<file path="src/common/scgpm_pkg.sv">
// Constants, register map and types for the synchronous clock generator
package scgpm_pkg;
	// ==========================================
	// Widths
	localparam int PRESC_W = 8;
	localparam int SEL_W = 3;
	localparam int NSRC = 4;
	localparam int NPB = 2;
	localparam int MOD_W = 32;
	// ==========================================
	// Register byte offsets
	localparam logic [7:0] OFF_MAIN_CTRL = 8'h00;
	localparam logic [7:0] OFF_CPU_SEL = 8'h04;
	localparam logic [7:0] OFF_HSB_SEL = 8'h08;
	localparam logic [7:0] OFF_PB0_SEL = 8'h0c;
	localparam logic [7:0] OFF_PB1_SEL = 8'h10;
	localparam logic [7:0] OFF_CPU_GATE = 8'h14;
	localparam logic [7:0] OFF_HSB_GATE = 8'h18;
	localparam logic [7:0] OFF_PB0_GATE = 8'h1c;
	localparam logic [7:0] OFF_PB1_GATE = 8'h20;
	localparam logic [7:0] OFF_IRQ_EN = 8'h24;
	localparam logic [7:0] OFF_IRQ_DIS = 8'h28;
	localparam logic [7:0] OFF_IRQ_MASK = 8'h2c;
	localparam logic [7:0] OFF_IRQ_STAT = 8'h30;
	localparam logic [7:0] OFF_IRQ_CLR = 8'h34;
	localparam logic [7:0] OFF_STATUS = 8'h38;
	// ==========================================
	// Field positions
	localparam int SEL_DIV_BIT = 7;
	localparam int SETTLED_BIT = 0;
	localparam int PM_GATE_BIT = 0;
	localparam int BRIDGE_GATE_BIT = 0;
	// ==========================================
	// Reset values and codes
	localparam logic [1:0] SRC_SYSTEM_RC_OSC = 2'h0;
	localparam logic [SEL_W-1:0] SEL_RESET = 3'h0;
	localparam logic [MOD_W-1:0] GATE_RESET = 32'hffffffff;
	localparam logic [PRESC_W-1:0] PRESC_WRAP = 8'hff;
	localparam logic [2:0] SLEEP_IDLE = 3'h0;
	localparam logic [2:0] SLEEP_FROZEN = 3'h1;
	localparam logic [2:0] SLEEP_STANDBY = 3'h2;
	localparam logic [2:0] SLEEP_STOP = 3'h3;
	localparam logic [2:0] SLEEP_STATIC = 3'h5;
	localparam logic [1:0] RESP_OKAY = 2'h0;
	localparam logic [1:0] RESP_SLVERR = 2'h2;
	// ==========================================
	// Sleep state
	typedef enum logic [1:0] {
		SCG_RUN = 2'b01,
		SCG_SLEEP = 2'b10
	} scgpm_slp_t;
endpackage

</file>
<file path="src/core/scgpm_core.sv">
// Synchronous clock generator of the power manager unit
//
// Design decisions made here: register access over AXI4-Lite and the register addresses.
`timescale 1ns/1ps
// What this block does
// - High-speed select ignores writes, mirrors CPU select
// - Bus interface clock on at reset, sticky off
// - Main clock from system RC after reset
// - Eight-bit prescaler, undivided by default
// - CPU clock main over 2^(sel+1) when enabled
// - Each peripheral bus divides by 2^(sel+1)
// - Peripheral bus never faster than CPU, auto-adjusted
// - High-speed bus divides same as CPU
// - Settled flag low until new divide applied
// - Settled rise sets status, masked raises request
// - Enable write of one sets mask bit
// - Module clocks on after reset, gate bits
// - Gated module stops, registers inaccessible
// - Separate gate bit per domain
// - Own or bridge clock gated locks gates
// - Sleep halts chosen domains regardless of gates
// - Interrupt wakes, restarting halted domains
// - Six sleep indices, each deeper than the last except 4, same as 3
module scgpm_core (
	// Clock and reset
	input wire logic ref_clk,
	input wire logic srst,
	// AXI4-Lite slave
	input wire logic [7:0] s_axi_awaddr,
	input wire logic s_axi_awvalid,
	output logic s_axi_awready,
	input wire logic [31:0] s_axi_wdata,
	input wire logic [3:0] s_axi_wstrb,
	input wire logic s_axi_wvalid,
	output logic s_axi_wready,
	output logic [1:0] s_axi_bresp,
	output logic s_axi_bvalid,
	input wire logic s_axi_bready,
	input wire logic [7:0] s_axi_araddr,
	input wire logic s_axi_arvalid,
	output logic s_axi_arready,
	output logic [31:0] s_axi_rdata,
	output logic [1:0] s_axi_rresp,
	output logic s_axi_rvalid,
	input wire logic s_axi_rready,
	// Clock source ticks, one pulse per source clock edge
	input wire logic [scgpm_pkg::NSRC-1:0] src_tick,
	// Sleep instruction and wake request
	input wire logic sleep_req,
	input wire logic [2:0] sleep_mode,
	input wire logic wake_irq,
	// Domain clock ticks
	output logic cpu_clk_tick,
	output logic hsb_clk_tick,
	output logic [scgpm_pkg::NPB-1:0] pb_clk_tick,
	// Module clock enables
	output logic [scgpm_pkg::MOD_W-1:0] cpu_mod_clk_en,
	output logic [scgpm_pkg::MOD_W-1:0] hsb_mod_clk_en,
	output logic [scgpm_pkg::MOD_W-1:0] pb0_mod_clk_en,
	output logic [scgpm_pkg::MOD_W-1:0] pb1_mod_clk_en,
	// Status
	output logic manager_bus_if_clock,
	output logic sleep_active,
	output logic sources_stop,
	output logic rc_osc_stop,
	output logic irq
);
	// ==========================================
	// Helpers
	function automatic logic div_tick(input logic [7:0] cnt, input logic en, input logic [2:0] sel);
		logic [7:0] low;
		low = 8'(({1'b0, 8'hff} << (sel + 4'h1)) >> 0);
		return !en || (&(cnt | low));
	endfunction

	// Bus clock may not run faster than CPU clock
	function automatic logic [3:0] clamp_pb(input logic [3:0] pb, input logic [3:0] cpu);
		logic [3:0] r;
		r = pb;
		if (cpu[3] && (!pb[3] || pb[2:0] < cpu[2:0])) begin
			r = cpu;
		end
		return r;
	endfunction

	// ==========================================
	// Register state
	logic [1:0] main_src_reg;
	logic [3:0] cpu_sel_reg;
	logic [3:0] pb_sel_reg [scgpm_pkg::NPB];
	logic [3:0] cpu_act_reg;
	logic [3:0] pb_act_reg [scgpm_pkg::NPB];
	logic pend_reg;
	logic settled_reg;
	logic irq_stat_reg;
	logic irq_mask_reg;
	logic [scgpm_pkg::MOD_W-1:0] cpu_gate_reg, hsb_gate_reg, pb0_gate_reg, pb1_gate_reg;
	logic [7:0] presc_reg;
	scgpm_pkg::scgpm_slp_t slp_reg;
	logic [2:0] slp_idx_reg;

	// ==========================================
	// AXI4-Lite write path
	logic [7:0] aw_addr_reg;
	logic aw_full_reg, w_full_reg;
	logic [31:0] w_data_reg;
	logic [3:0] w_strb_reg;
	logic do_wr;
	logic bus_on;
	logic gates_locked;
	logic wr_ok;

	assign bus_on = pb0_gate_reg[scgpm_pkg::PM_GATE_BIT];
	assign gates_locked = !bus_on || !hsb_gate_reg[scgpm_pkg::BRIDGE_GATE_BIT];
	assign do_wr = aw_full_reg && w_full_reg && !s_axi_bvalid;
	assign wr_ok = do_wr && bus_on && w_strb_reg[0];

	always_ff @(posedge ref_clk) begin
		if (srst) begin
			aw_full_reg <= 1'b0;
			w_full_reg <= 1'b0;
			aw_addr_reg <= 8'h00;
			w_data_reg <= 32'h00000000;
			w_strb_reg <= 4'h0;
			s_axi_awready <= 1'b0;
			s_axi_wready <= 1'b0;
			s_axi_bvalid <= 1'b0;
			s_axi_bresp <= scgpm_pkg::RESP_OKAY;
		end else begin
			s_axi_awready <= !aw_full_reg && !s_axi_awready && s_axi_awvalid;
			s_axi_wready <= !w_full_reg && !s_axi_wready && s_axi_wvalid;
			if (s_axi_awvalid && s_axi_awready) begin
				aw_full_reg <= 1'b1;
				aw_addr_reg <= s_axi_awaddr;
			end
			if (s_axi_wvalid && s_axi_wready) begin
				w_full_reg <= 1'b1;
				w_data_reg <= s_axi_wdata;
				w_strb_reg <= s_axi_wstrb;
			end
			if (do_wr) begin
				aw_full_reg <= 1'b0;
				w_full_reg <= 1'b0;
				s_axi_bvalid <= 1'b1;
				s_axi_bresp <= bus_on ? scgpm_pkg::RESP_OKAY : scgpm_pkg::RESP_SLVERR;
			end else if (s_axi_bready) begin
				s_axi_bvalid <= 1'b0;
			end
		end
	end

	// ==========================================
	// AXI4-Lite read path
	logic [31:0] rd_mux;

	always_comb begin
		rd_mux = 32'h00000000;
		case (s_axi_araddr)
			scgpm_pkg::OFF_MAIN_CTRL: rd_mux = {30'h0, main_src_reg};
			scgpm_pkg::OFF_CPU_SEL: rd_mux = {24'h0, cpu_sel_reg[3], 4'h0, cpu_sel_reg[2:0]};
			scgpm_pkg::OFF_HSB_SEL: rd_mux = {24'h0, cpu_sel_reg[3], 4'h0, cpu_sel_reg[2:0]};
			scgpm_pkg::OFF_PB0_SEL: rd_mux = {24'h0, pb_sel_reg[0][3], 4'h0, pb_sel_reg[0][2:0]};
			scgpm_pkg::OFF_PB1_SEL: rd_mux = {24'h0, pb_sel_reg[1][3], 4'h0, pb_sel_reg[1][2:0]};
			scgpm_pkg::OFF_CPU_GATE: rd_mux = cpu_gate_reg;
			scgpm_pkg::OFF_HSB_GATE: rd_mux = hsb_gate_reg;
			scgpm_pkg::OFF_PB0_GATE: rd_mux = pb0_gate_reg;
			scgpm_pkg::OFF_PB1_GATE: rd_mux = pb1_gate_reg;
			scgpm_pkg::OFF_IRQ_MASK: rd_mux = {31'h0, irq_mask_reg};
			scgpm_pkg::OFF_IRQ_STAT: rd_mux = {31'h0, irq_stat_reg};
			scgpm_pkg::OFF_STATUS: rd_mux = {31'h0, settled_reg};
			default: rd_mux = 32'h00000000;
		endcase
	end

	always_ff @(posedge ref_clk) begin
		if (srst) begin
			s_axi_arready <= 1'b0;
			s_axi_rvalid <= 1'b0;
			s_axi_rdata <= 32'h00000000;
			s_axi_rresp <= scgpm_pkg::RESP_OKAY;
		end else begin
			s_axi_arready <= !s_axi_arready && !s_axi_rvalid && s_axi_arvalid;
			if (s_axi_arvalid && s_axi_arready) begin
				s_axi_rvalid <= 1'b1;
				s_axi_rdata <= bus_on ? rd_mux : 32'h00000000;
				s_axi_rresp <= bus_on ? scgpm_pkg::RESP_OKAY : scgpm_pkg::RESP_SLVERR;
			end else if (s_axi_rready) begin
				s_axi_rvalid <= 1'b0;
			end
		end
	end

	// ==========================================
	// Write decode
	logic wr_main, wr_cpu, wr_pb0, wr_pb1, wr_sel;
	logic [3:0] wsel;

	assign wr_main = wr_ok && aw_addr_reg == scgpm_pkg::OFF_MAIN_CTRL;
	assign wr_cpu = wr_ok && aw_addr_reg == scgpm_pkg::OFF_CPU_SEL;
	assign wr_pb0 = wr_ok && aw_addr_reg == scgpm_pkg::OFF_PB0_SEL;
	assign wr_pb1 = wr_ok && aw_addr_reg == scgpm_pkg::OFF_PB1_SEL;
	assign wr_sel = wr_cpu || wr_pb0 || wr_pb1;
	assign wsel = {w_data_reg[scgpm_pkg::SEL_DIV_BIT], w_data_reg[2:0]};

	// ==========================================
	// Main source and select registers
	always_ff @(posedge ref_clk) begin
		if (srst) begin
			main_src_reg <= scgpm_pkg::SRC_SYSTEM_RC_OSC;
			cpu_sel_reg <= {1'b0, scgpm_pkg::SEL_RESET};
			pb_sel_reg[0] <= {1'b0, scgpm_pkg::SEL_RESET};
			pb_sel_reg[1] <= {1'b0, scgpm_pkg::SEL_RESET};
		end else begin
			if (wr_main) begin
				main_src_reg <= w_data_reg[1:0];
			end
			// High-speed select write has no effect
			if (wr_cpu) begin
				cpu_sel_reg <= wsel;
			end
			if (wr_pb0) begin
				pb_sel_reg[0] <= wsel;
			end
			if (wr_pb1) begin
				pb_sel_reg[1] <= wsel;
			end
		end
	end

	// ==========================================
	// Prescaler and setting hand-over
	logic main_tick;
	logic wrap;

	assign main_tick = src_tick[main_src_reg];
	assign wrap = main_tick && presc_reg == scgpm_pkg::PRESC_WRAP;

	always_ff @(posedge ref_clk) begin
		if (srst) begin
			presc_reg <= 8'h00;
		end else if (main_tick) begin
			presc_reg <= presc_reg + 8'h01;
		end
	end

	// Applying only at full wrap keeps every old and new period whole
	always_ff @(posedge ref_clk) begin
		if (srst) begin
			cpu_act_reg <= {1'b0, scgpm_pkg::SEL_RESET};
			pb_act_reg[0] <= {1'b0, scgpm_pkg::SEL_RESET};
			pb_act_reg[1] <= {1'b0, scgpm_pkg::SEL_RESET};
			pend_reg <= 1'b0;
		end else if (wr_sel) begin
			pend_reg <= 1'b1;
		end else if (pend_reg && wrap) begin
			cpu_act_reg <= cpu_sel_reg;
			pb_act_reg[0] <= clamp_pb(pb_sel_reg[0], cpu_sel_reg);
			pb_act_reg[1] <= clamp_pb(pb_sel_reg[1], cpu_sel_reg);
			pend_reg <= 1'b0;
		end
	end

	// ==========================================
	// Settled flag and interrupt
	always_ff @(posedge ref_clk) begin
		if (srst) begin
			settled_reg <= 1'b1;
		end else begin
			settled_reg <= !pend_reg && !wr_sel;
		end
	end

	logic settled_rise;
	assign settled_rise = !settled_reg && !pend_reg && !wr_sel;

	always_ff @(posedge ref_clk) begin
		if (srst) begin
			irq_stat_reg <= 1'b0;
		end else if (settled_rise) begin
			// Set on rise, wins over clear
			irq_stat_reg <= 1'b1;
		end else if (wr_ok && aw_addr_reg == scgpm_pkg::OFF_IRQ_CLR && w_data_reg[scgpm_pkg::SETTLED_BIT]) begin
			irq_stat_reg <= 1'b0;
		end
	end

	always_ff @(posedge ref_clk) begin
		if (srst) begin
			irq_mask_reg <= 1'b0;
		end else if (wr_ok && aw_addr_reg == scgpm_pkg::OFF_IRQ_EN && w_data_reg[scgpm_pkg::SETTLED_BIT]) begin
			irq_mask_reg <= 1'b1;
		end else if (wr_ok && aw_addr_reg == scgpm_pkg::OFF_IRQ_DIS && w_data_reg[scgpm_pkg::SETTLED_BIT]) begin
			irq_mask_reg <= 1'b0;
		end
	end

	always_ff @(posedge ref_clk) begin
		if (srst) begin
			irq <= 1'b0;
		end else begin
			irq <= irq_stat_reg && irq_mask_reg;
		end
	end

	// ==========================================
	// Module clock gates
	logic gate_wr;
	assign gate_wr = wr_ok && !gates_locked;

	always_ff @(posedge ref_clk) begin
		if (srst) begin
			cpu_gate_reg <= scgpm_pkg::GATE_RESET;
			hsb_gate_reg <= scgpm_pkg::GATE_RESET;
			pb0_gate_reg <= scgpm_pkg::GATE_RESET;
			pb1_gate_reg <= scgpm_pkg::GATE_RESET;
		end else if (gate_wr) begin
			case (aw_addr_reg)
				scgpm_pkg::OFF_CPU_GATE: cpu_gate_reg <= w_data_reg;
				scgpm_pkg::OFF_HSB_GATE: hsb_gate_reg <= w_data_reg;
				scgpm_pkg::OFF_PB0_GATE: pb0_gate_reg <= w_data_reg;
				scgpm_pkg::OFF_PB1_GATE: pb1_gate_reg <= w_data_reg;
				default: cpu_gate_reg <= cpu_gate_reg;
			endcase
		end
	end

	always_ff @(posedge ref_clk) begin
		if (srst) begin
			manager_bus_if_clock <= 1'b1;
		end else begin
			manager_bus_if_clock <= bus_on;
		end
	end

	// ==========================================
	// Sleep control
	always_ff @(posedge ref_clk) begin
		if (srst) begin
			slp_reg <= scgpm_pkg::SCG_RUN;
			slp_idx_reg <= scgpm_pkg::SLEEP_IDLE;
		end else begin
			case (slp_reg)
				scgpm_pkg::SCG_RUN: begin
					if (sleep_req && sleep_mode <= scgpm_pkg::SLEEP_STATIC) begin
						slp_reg <= scgpm_pkg::SCG_SLEEP;
						slp_idx_reg <= sleep_mode;
					end
				end
				scgpm_pkg::SCG_SLEEP: begin
					if (wake_irq || irq) begin
						slp_reg <= scgpm_pkg::SCG_RUN;
					end
				end
				default: slp_reg <= scgpm_pkg::SCG_RUN;
			endcase
		end
	end

	logic asleep, halt_cpu, halt_hsb, halt_pb;
	assign asleep = slp_reg == scgpm_pkg::SCG_SLEEP;
	assign halt_cpu = asleep;
	assign halt_hsb = asleep && slp_idx_reg >= scgpm_pkg::SLEEP_FROZEN;
	assign halt_pb = asleep && slp_idx_reg >= scgpm_pkg::SLEEP_STANDBY;

	// ==========================================
	// Registered domain outputs
	always_ff @(posedge ref_clk) begin
		if (srst) begin
			cpu_clk_tick <= 1'b0;
			hsb_clk_tick <= 1'b0;
			pb_clk_tick <= '0;
			sleep_active <= 1'b0;
			sources_stop <= 1'b0;
			rc_osc_stop <= 1'b0;
		end else begin
			cpu_clk_tick <= main_tick && !halt_cpu && div_tick(presc_reg, cpu_act_reg[3], cpu_act_reg[2:0]);
			hsb_clk_tick <= main_tick && !halt_hsb && div_tick(presc_reg, cpu_act_reg[3], cpu_act_reg[2:0]);
			for (int i = 0; i < scgpm_pkg::NPB; i++) begin
				pb_clk_tick[i] <= main_tick && !halt_pb && div_tick(presc_reg, pb_act_reg[i][3], pb_act_reg[i][2:0]);
			end
			sleep_active <= asleep;
			sources_stop <= asleep && slp_idx_reg >= scgpm_pkg::SLEEP_STOP;
			rc_osc_stop <= asleep && slp_idx_reg == scgpm_pkg::SLEEP_STATIC;
		end
	end

	always_ff @(posedge ref_clk) begin
		if (srst) begin
			cpu_mod_clk_en <= scgpm_pkg::GATE_RESET;
			hsb_mod_clk_en <= scgpm_pkg::GATE_RESET;
			pb0_mod_clk_en <= scgpm_pkg::GATE_RESET;
			pb1_mod_clk_en <= scgpm_pkg::GATE_RESET;
		end else begin
			cpu_mod_clk_en <= halt_cpu ? '0 : cpu_gate_reg;
			hsb_mod_clk_en <= halt_hsb ? '0 : hsb_gate_reg;
			pb0_mod_clk_en <= halt_pb ? '0 : pb0_gate_reg;
			pb1_mod_clk_en <= halt_pb ? '0 : pb1_gate_reg;
		end
	end
endmodule // scgpm_core

</file>
<file path="config.mk">
export PLATFORM = sky130hd
export DESIGN_NAME = scgpm_core
export DESIGN_NICKNAME = d
export VERILOG_FILES = /design/src/common/scgpm_pkg.sv /design/src/core/scgpm_core.sv
export SDC_FILE = /design/constraint.sdc
export NUM_CORES = 1
export LEC_CHECK = 0
export BUFFER_PORTS_ARGS = -buffer_cell sky130_fd_sc_hd__buf_4
export CAP_MARGIN = 10
export CORE_MARGIN = 2
export CORE_UTILIZATION = 30
export DETAILED_ROUTE_END_ITERATION = 10
export HOLD_SLACK_MARGIN = 0.1
export SLEW_MARGIN = 20
export SYNTH_ARGS = -nofsm -noshare
export SYNTH_HDL_FRONTEND = slang
export SYNTH_SLANG_ARGS = --single-unit
</file>
<file path="constraint.sdc">
create_clock -name ref_clk -period 3.4 [get_ports ref_clk]
set_input_delay 0.68 -clock ref_clk [delete_from_list [all_inputs] [get_ports ref_clk]]
set_output_delay 0.68 -clock ref_clk [all_outputs]
set_load 0.03 [all_outputs]
</file>
=== Yosys cells after proc, flatten, opt, wreduce, memory -nomap -nowiden ===
Memory sizes are Yosys's and may differ from the RTL's.
Index checks and enable logic that the tools add are counted.

* Input port bits: 68
* Register bits after elaboration: 376
* Memories: 2
* Logic and storage cells: 229
* Output and inout bits: 178
* Latch bits: 0
* Bits in read-only memories: 0
* Bits in writable memories: 16

{| class="wikitable"
|+ Memory list
! memory !! depth !! width !! rd ports !! clocked after memory_dff !! wr ports !! line !! RTL
|-
| pb_act_reg || 2 || 4 || 2 || 0 || 2 || scgpm_core.sv:92 || <nowiki>logic [3:0] pb_act_reg [scgpm_pkg::NPB];</nowiki>
|-
| pb_sel_reg || 2 || 4 || 2 || 0 || 2 || scgpm_core.sv:90 || <nowiki>logic [3:0] pb_sel_reg [scgpm_pkg::NPB];</nowiki>
|}

* Eq/ne operators: 27
* Multipliers: 0
* Add/subtract/negate cells: 4
* Magnitude comparators: 7
* Divide/modulo/power cells: 0
* Reduce and logical (&&, ||, !) cells: 93
* Shift operators: 3
* Bitwise logic cells: 8
* Muxes and demuxes: 46

{| class="wikitable"
|+ Operators by type and width
! operator !! number
|-
| $pmux W32 S11 || 1
|-
| $mux W32 || 5
|-
| $eq A8 B5 Y1 const B || 8
|-
| $eq A8 B6 Y1 const B || 8
|-
| $mux W4 || 12
|-
| $logic_and A1 B1 Y1 || 44
|-
| $eq A8 B4 Y1 const B || 3
|-
| $or A8 B8 Y8 || 3
|-
| $reduce_and A8 Y1 || 3
|-
| $shl A8 B4 Y8 const A || 3
|-
| $mux W1 || 23
|-
| $logic_not A1 Y1 || 21
|-
| $eq A8 B3 Y1 const B || 2
|-
| $logic_not A8 Y1 || 2
|-
| $reduce_and A2 Y1 || 7
|-
| $add A3 B1 Y4 const B || 3
|-
| $reduce_bool A2 Y1 || 5
|-
| $logic_or A1 B1 Y1 || 9
|-
| $add A8 B1 Y8 const B || 1
|-
| $eq A8 B8 Y1 const B || 1
|-
| $ge A3 B2 Y1 const B || 2
|-
| $lt A3 B3 Y1 || 2
|-
| $mux W2 || 3
|-
| $or A1 B1 Y1 || 4
|-
| other kinds (12) || 13
|}

=== Logic depth before layout (Yosys ltp) ===
* Word-level depth: 11
* Gate-level depth with buffers: 8
* Gate-level depth less buffers: 7

=== Worst setup path before layout ===
OpenSTA, ideal clock, no wires.

* Kind: reg2reg
* From: reg pb0_gate_reg[0] in the netlist's numbering
* To: reg hsb_gate_reg[22] in the netlist's numbering
* Buffers on the path: 2
* Arrival: 2.289 ns
* Library setup time: 0.120 ns
* Period minus slack after synthesis: 2.409 ns
* Slack: 0.991 ns
* Required time: 3.280 ns
* Stages on the path, launching flop included: 8
* Path through: dfxtp_1 > or4b_4 > or4_4 > buf_6 > nor4_4 > buf_6 > nand2_1 > o31a_1

* Longest elaborated chain between the ends: 5
* Elaborated cells on any way between the ends: 7
* Those cells by class: reduce/logical (7)

{| class="wikitable"
|+ RTL lines
! item !! line !! RTL
|-
| start, declared || scgpm_core.sv:97 || <nowiki>logic [scgpm_pkg::MOD_W-1:0] cpu_gate_reg, hsb_gate_reg, pb0_gate_reg, pb1_gate_reg;</nowiki>
|-
| start signal, assigned || scgpm_core.sv:314 || <nowiki>pb0_gate_reg <= scgpm_pkg::GATE_RESET;</nowiki>
|-
| start signal, assigned || scgpm_core.sv:320 || <nowiki>scgpm_pkg::OFF_PB0_GATE: pb0_gate_reg <= w_data_reg;</nowiki>
|-
| $logic_not A1 Y1 || scgpm_core.sv:114 || <nowiki>assign gates_locked = !bus_on || !hsb_gate_reg[scgpm_pkg::BRIDGE_GATE_BIT];</nowiki>
|-
| $logic_or A1 B1 Y1 || scgpm_core.sv:114 ||
|-
| $logic_not A1 Y1 || scgpm_core.sv:308 || <nowiki>assign gate_wr = wr_ok && !gates_locked;</nowiki>
|-
| $logic_and A1 B1 Y1 * || scgpm_core.sv:308 ||
|-
| $reduce_and A2 Y1 (no line) * || -- ||
|-
| end signal, assigned || scgpm_core.sv:313 || <nowiki>hsb_gate_reg <= scgpm_pkg::GATE_RESET;</nowiki>
|-
| end signal, assigned || scgpm_core.sv:319 || <nowiki>scgpm_pkg::OFF_HSB_GATE: hsb_gate_reg <= w_data_reg;</nowiki>
|-
| end, declared || scgpm_core.sv:97 ||
|}

Every way passes the cells marked *; elsewhere a longest branch is shown, timed or not.
A chain may end at the register's enable or synchronous reset.

=== Worst setup path in the final report ===
* From: reg aw_addr_reg[7]
* To: reg cpu_gate_reg[13] in the netlist's numbering

* Longest elaborated chain between the ends: 2

{| class="wikitable"
|+ RTL lines
! item !! line !! RTL
|-
| start, declared || scgpm_core.sv:104 || <nowiki>logic [7:0] aw_addr_reg;</nowiki>
|-
| start signal, assigned || scgpm_core.sv:134 || <nowiki>aw_addr_reg <= s_axi_awaddr;</nowiki>
|-
| $eq A8 B5 Y1 || scgpm_core.sv:317 || <nowiki>case (aw_addr_reg)</nowiki>
|-
| $reduce_and A2 Y1 (no line) || -- ||
|-
| end signal, assigned || scgpm_core.sv:312 || <nowiki>cpu_gate_reg <= scgpm_pkg::GATE_RESET;</nowiki>
|-
| end signal, assigned || scgpm_core.sv:318 || <nowiki>scgpm_pkg::OFF_CPU_GATE: cpu_gate_reg <= w_data_reg;</nowiki>
|-
| end signal, assigned || scgpm_core.sv:322 || <nowiki>default: cpu_gate_reg <= cpu_gate_reg;</nowiki>
|-
| end, declared || scgpm_core.sv:97 ||
|}

No other way between the ends.

==> out/qor.csv <==
metric,value,unit
outcome,"complete, no violations",
filler instances,4747,
grt peak-use layer,met2,
startpoint types,register,
Crit Path Max Fanout,28,
initial antenna violation count,1,
met2 usage,28.34,%
post-synthesis sequential area ratio,54.62,%
Yosys cell types,69,
Clock Sinks,390,
grt met1 use,23.27,%
Slew HR,33.36,%
# hold bufs at CTS,0,
H-tree Lvls,2,
I/O Pins,246,
Final Net Count,1745,
"Req. time, crit path",3870,ps
Post-Syn Instances,1478,
Synth Flop Type,dfxtp_1,
Post-DP HPWL,29.01,mm
Antenna Violating Nets Remaining,0,
grt total ovfl,0,
WL/cell,19.37,µm
Residual DRC,0,
Die Y,224.5,µm
CP peak stage delay,580,ps
global placer's final weighted congestion,0.8093,
Post-Synthesis Cell Area,0.01459,mm²
Worst-path clk slew,60,ps
Critical path buffers and inverters,1,
Max Slew Vio Count,0,
Total Routing Usage GR,17.53,%
peak supply drop,291.0,µV
Reg area,0.007968,mm²
CP Capture Type,register,
Final period util,74.22,%
Max Cap Viol,0,
largest net degree at the start of global routing,174,
Worst-Margin Slew,996.1,ps
cell row count,80,
First DRT Iteration DRCs,883,
Setup Skew,17.67,ps
Layout Area Growth over Synthesis,26.12,%
Die X,224.5,µm
power density cells,533.5,mW/mm²
insertion delay to the later sink of the worst-skew pair,550,ps
Starting Density,30.49,%
RSZ-0062 raised after global routing,false,
Post-CTS Setup Bufs,0,
Peak Freq,396.3,MHz
First-pass DRT Iterations,5,
Worst Hold Class,in -> reg,
synth warn,0,
Post-synth ARST share,0,%
Via-to-Cell Ratio,5.076,
global-route track usage on met3,4.115,%
Sum Neg Setup Slack,0,ps
layout cell share with drive strength beyond 1,23.85,%
synth top area cells,"dfxtp_1, a21o_1, a21oi_1",
via count,11750,
worst-path cell chain,"or4b_4, or4_4, nor3_4, buf_12, nor3_1, a21oi_1",
count of flip-flops with a built-in enable after synthesis,16,
vias in the first global route,11570,
Fin Hold WS,377.7,ps
area of the multi-input gates,0.006112,mm²
first-pass GRT wire length,68.10,mm
hold_sp,wake_irq,
area of the core,0.04785,mm²
#FFs+latches synth,390,
static leakage,6.836,nW
Mean Syn Cell Area,9.869,µm²
IO buf count,240,
setup ws final,876.6,ps
Fin. Hold Viols,0,
CP Launch Point,aw_addr_reg[7],
WP data arrival,3000,ps
CTS resizes,0,
FF-to-FF Start,aw_addr_reg[7],
Tmin final,2523,ps
post-synth top area cell,dfxtp_1,
Crit path max-delay family,simple AND/OR/NAND/NOR gates,
dpl ws,610.1,ps
die area,0.05040,mm²
# setup viols final,0,
clock buffer count from CTS,43,
Root Buffer,clkbuf_16,
Crit-path slowest cell,or4_4,
Routed Wire Length,44.83,mm
CTS Buffer Depth,3,
Yosys top cell area share,51.33,%
TritonCTS clock tree,yes,
type of the worst setup path,reg -> reg,
## final timing paths
path | endpoint | slack (ps) | depth (start not counted)
worst max-delay path | cpu_gate_reg[13] | 880 | 6
worst min-delay path | slp_reg[0] | 380 | 3
worst max register to register | cpu_gate_reg[13] | 880 | 6
worst min register to register | pb_clk_tick[1] | 420 | 1
## routing by layer
layer / share of wire (%) / wire length (µm)
met1: 45 / 20010
met5: 0 / 0
met4: 2.6 / 1178
met3: 7.1 / 3171
met2: 46 / 20470
## placed cells by master (no fill, tap or decap), types with 5 or more instances in the layout
cell type	synthesis	layout
o21ai_0	37	36
clkbuf_1	88	9
clkbuf_16	0	45
buf_12	0	6
and2_1	10	9
nand3_1	20	20
nor3_1	78	77
clkinvlp_4	0	7
xor2_1	6	6
mux2_2	29	29
a22oi_1	52	52
a21oi_1	114	113
clkbuf_8	0	7
mux2i_1	24	24
a21oi_2	23	23
nand2_1	135	134
clkinv_2	0	5
buf_4	2	256
a21o_1	129	129
nor4b_1	5	5
a211o_1	34	34
o31a_1	24	24
inv_1	10	10
ha_1	12	12
dfxtp_1	374	374
nand2b_1	13	12
nor2_1	88	88
nor2b_1	39	38
edfxtp_1	16	16
## worst register-to-register path, stage by stage (launching register included)
cell	delay, ps
dfxtp_1	310
or4b_4	560
or4_4	580
nor3_4	490
buf_12	250
nor3_1	100
a21oi_1	150
## per-stage QoR
step	utilization (%)	total power, mW	cells	area [µm²]
CTS	38.44	9.940	2313	18390
floorplan	-	5.049	1479	14590
global placement	35.41	5.236	2234	16940
global route	38.45	10.17	2314	18400
finish	38.45	9.814	2314	18400
detailed placement	35.47	5.243	2235	16970
## power breakdown
group          switching, mW  total, mW  internal [mW]
clock                   1.93       4.67           2.74
combinational          0.288      0.447          0.159
sequential            0.0494       4.69           4.65
## cells in the mapped netlist (4+ instances only)
| library cell | instances |
|---|---|
| a211o_1 | 34 |
| o221ai_1 | 4 |
| and2_1 | 10 |
| edfxtp_1 | 16 |
| nor4_1 | 4 |
| ha_1 | 12 |
| mux2i_1 | 24 |
| buf_1 | 15 |
| nor3_1 | 78 |
| mux2_2 | 29 |
| o31a_1 | 24 |
| nor2_1 | 88 |
| xor2_1 | 6 |
| clkbuf_1 | 88 |
| buf_6 | 7 |
| inv_1 | 10 |
| xnor2_1 | 4 |
| a21oi_1 | 114 |
| a22oi_1 | 52 |
| o21ai_0 | 37 |
| a21oi_2 | 23 |
| nand2b_1 | 13 |
| dfxtp_1 | 374 |
| or3_1 | 4 |
| nor4b_1 | 5 |
| a21o_1 | 129 |
| nand4_1 | 4 |
| nand3_1 | 20 |
| nand2_1 | 135 |
| buf_2 | 11 |
| nor2b_1 | 39 |
| nor3b_1 | 4 |
## logic make-up (layout without fill, tap and decap cells)
family          count (synthesis)  count (layout)  synth area share (%)
fa+ha+maj                      12              12                 1.029
xor+xnor                       10              10                0.6004
compound gates                451             451                 21.42
simple gates                  426             426                 14.18
mux                            55              55                 4.194
other cells                     1               3               0.02571
flops                         390             390                 54.62
buf+inv                       133             352                 3.929
## layout make-up
type	instances	area share (%)
multi-input combinational	956	33.22
clock buffer	61	6.829
timing repair buffer	264	11.33
inverter	10	0.2040
clock inverter	17	0.9046
antenna	1	0.01360
sequential	390	43.31
tap	615	4.183
No activity file was read; power rests on OpenSTA's default activity.
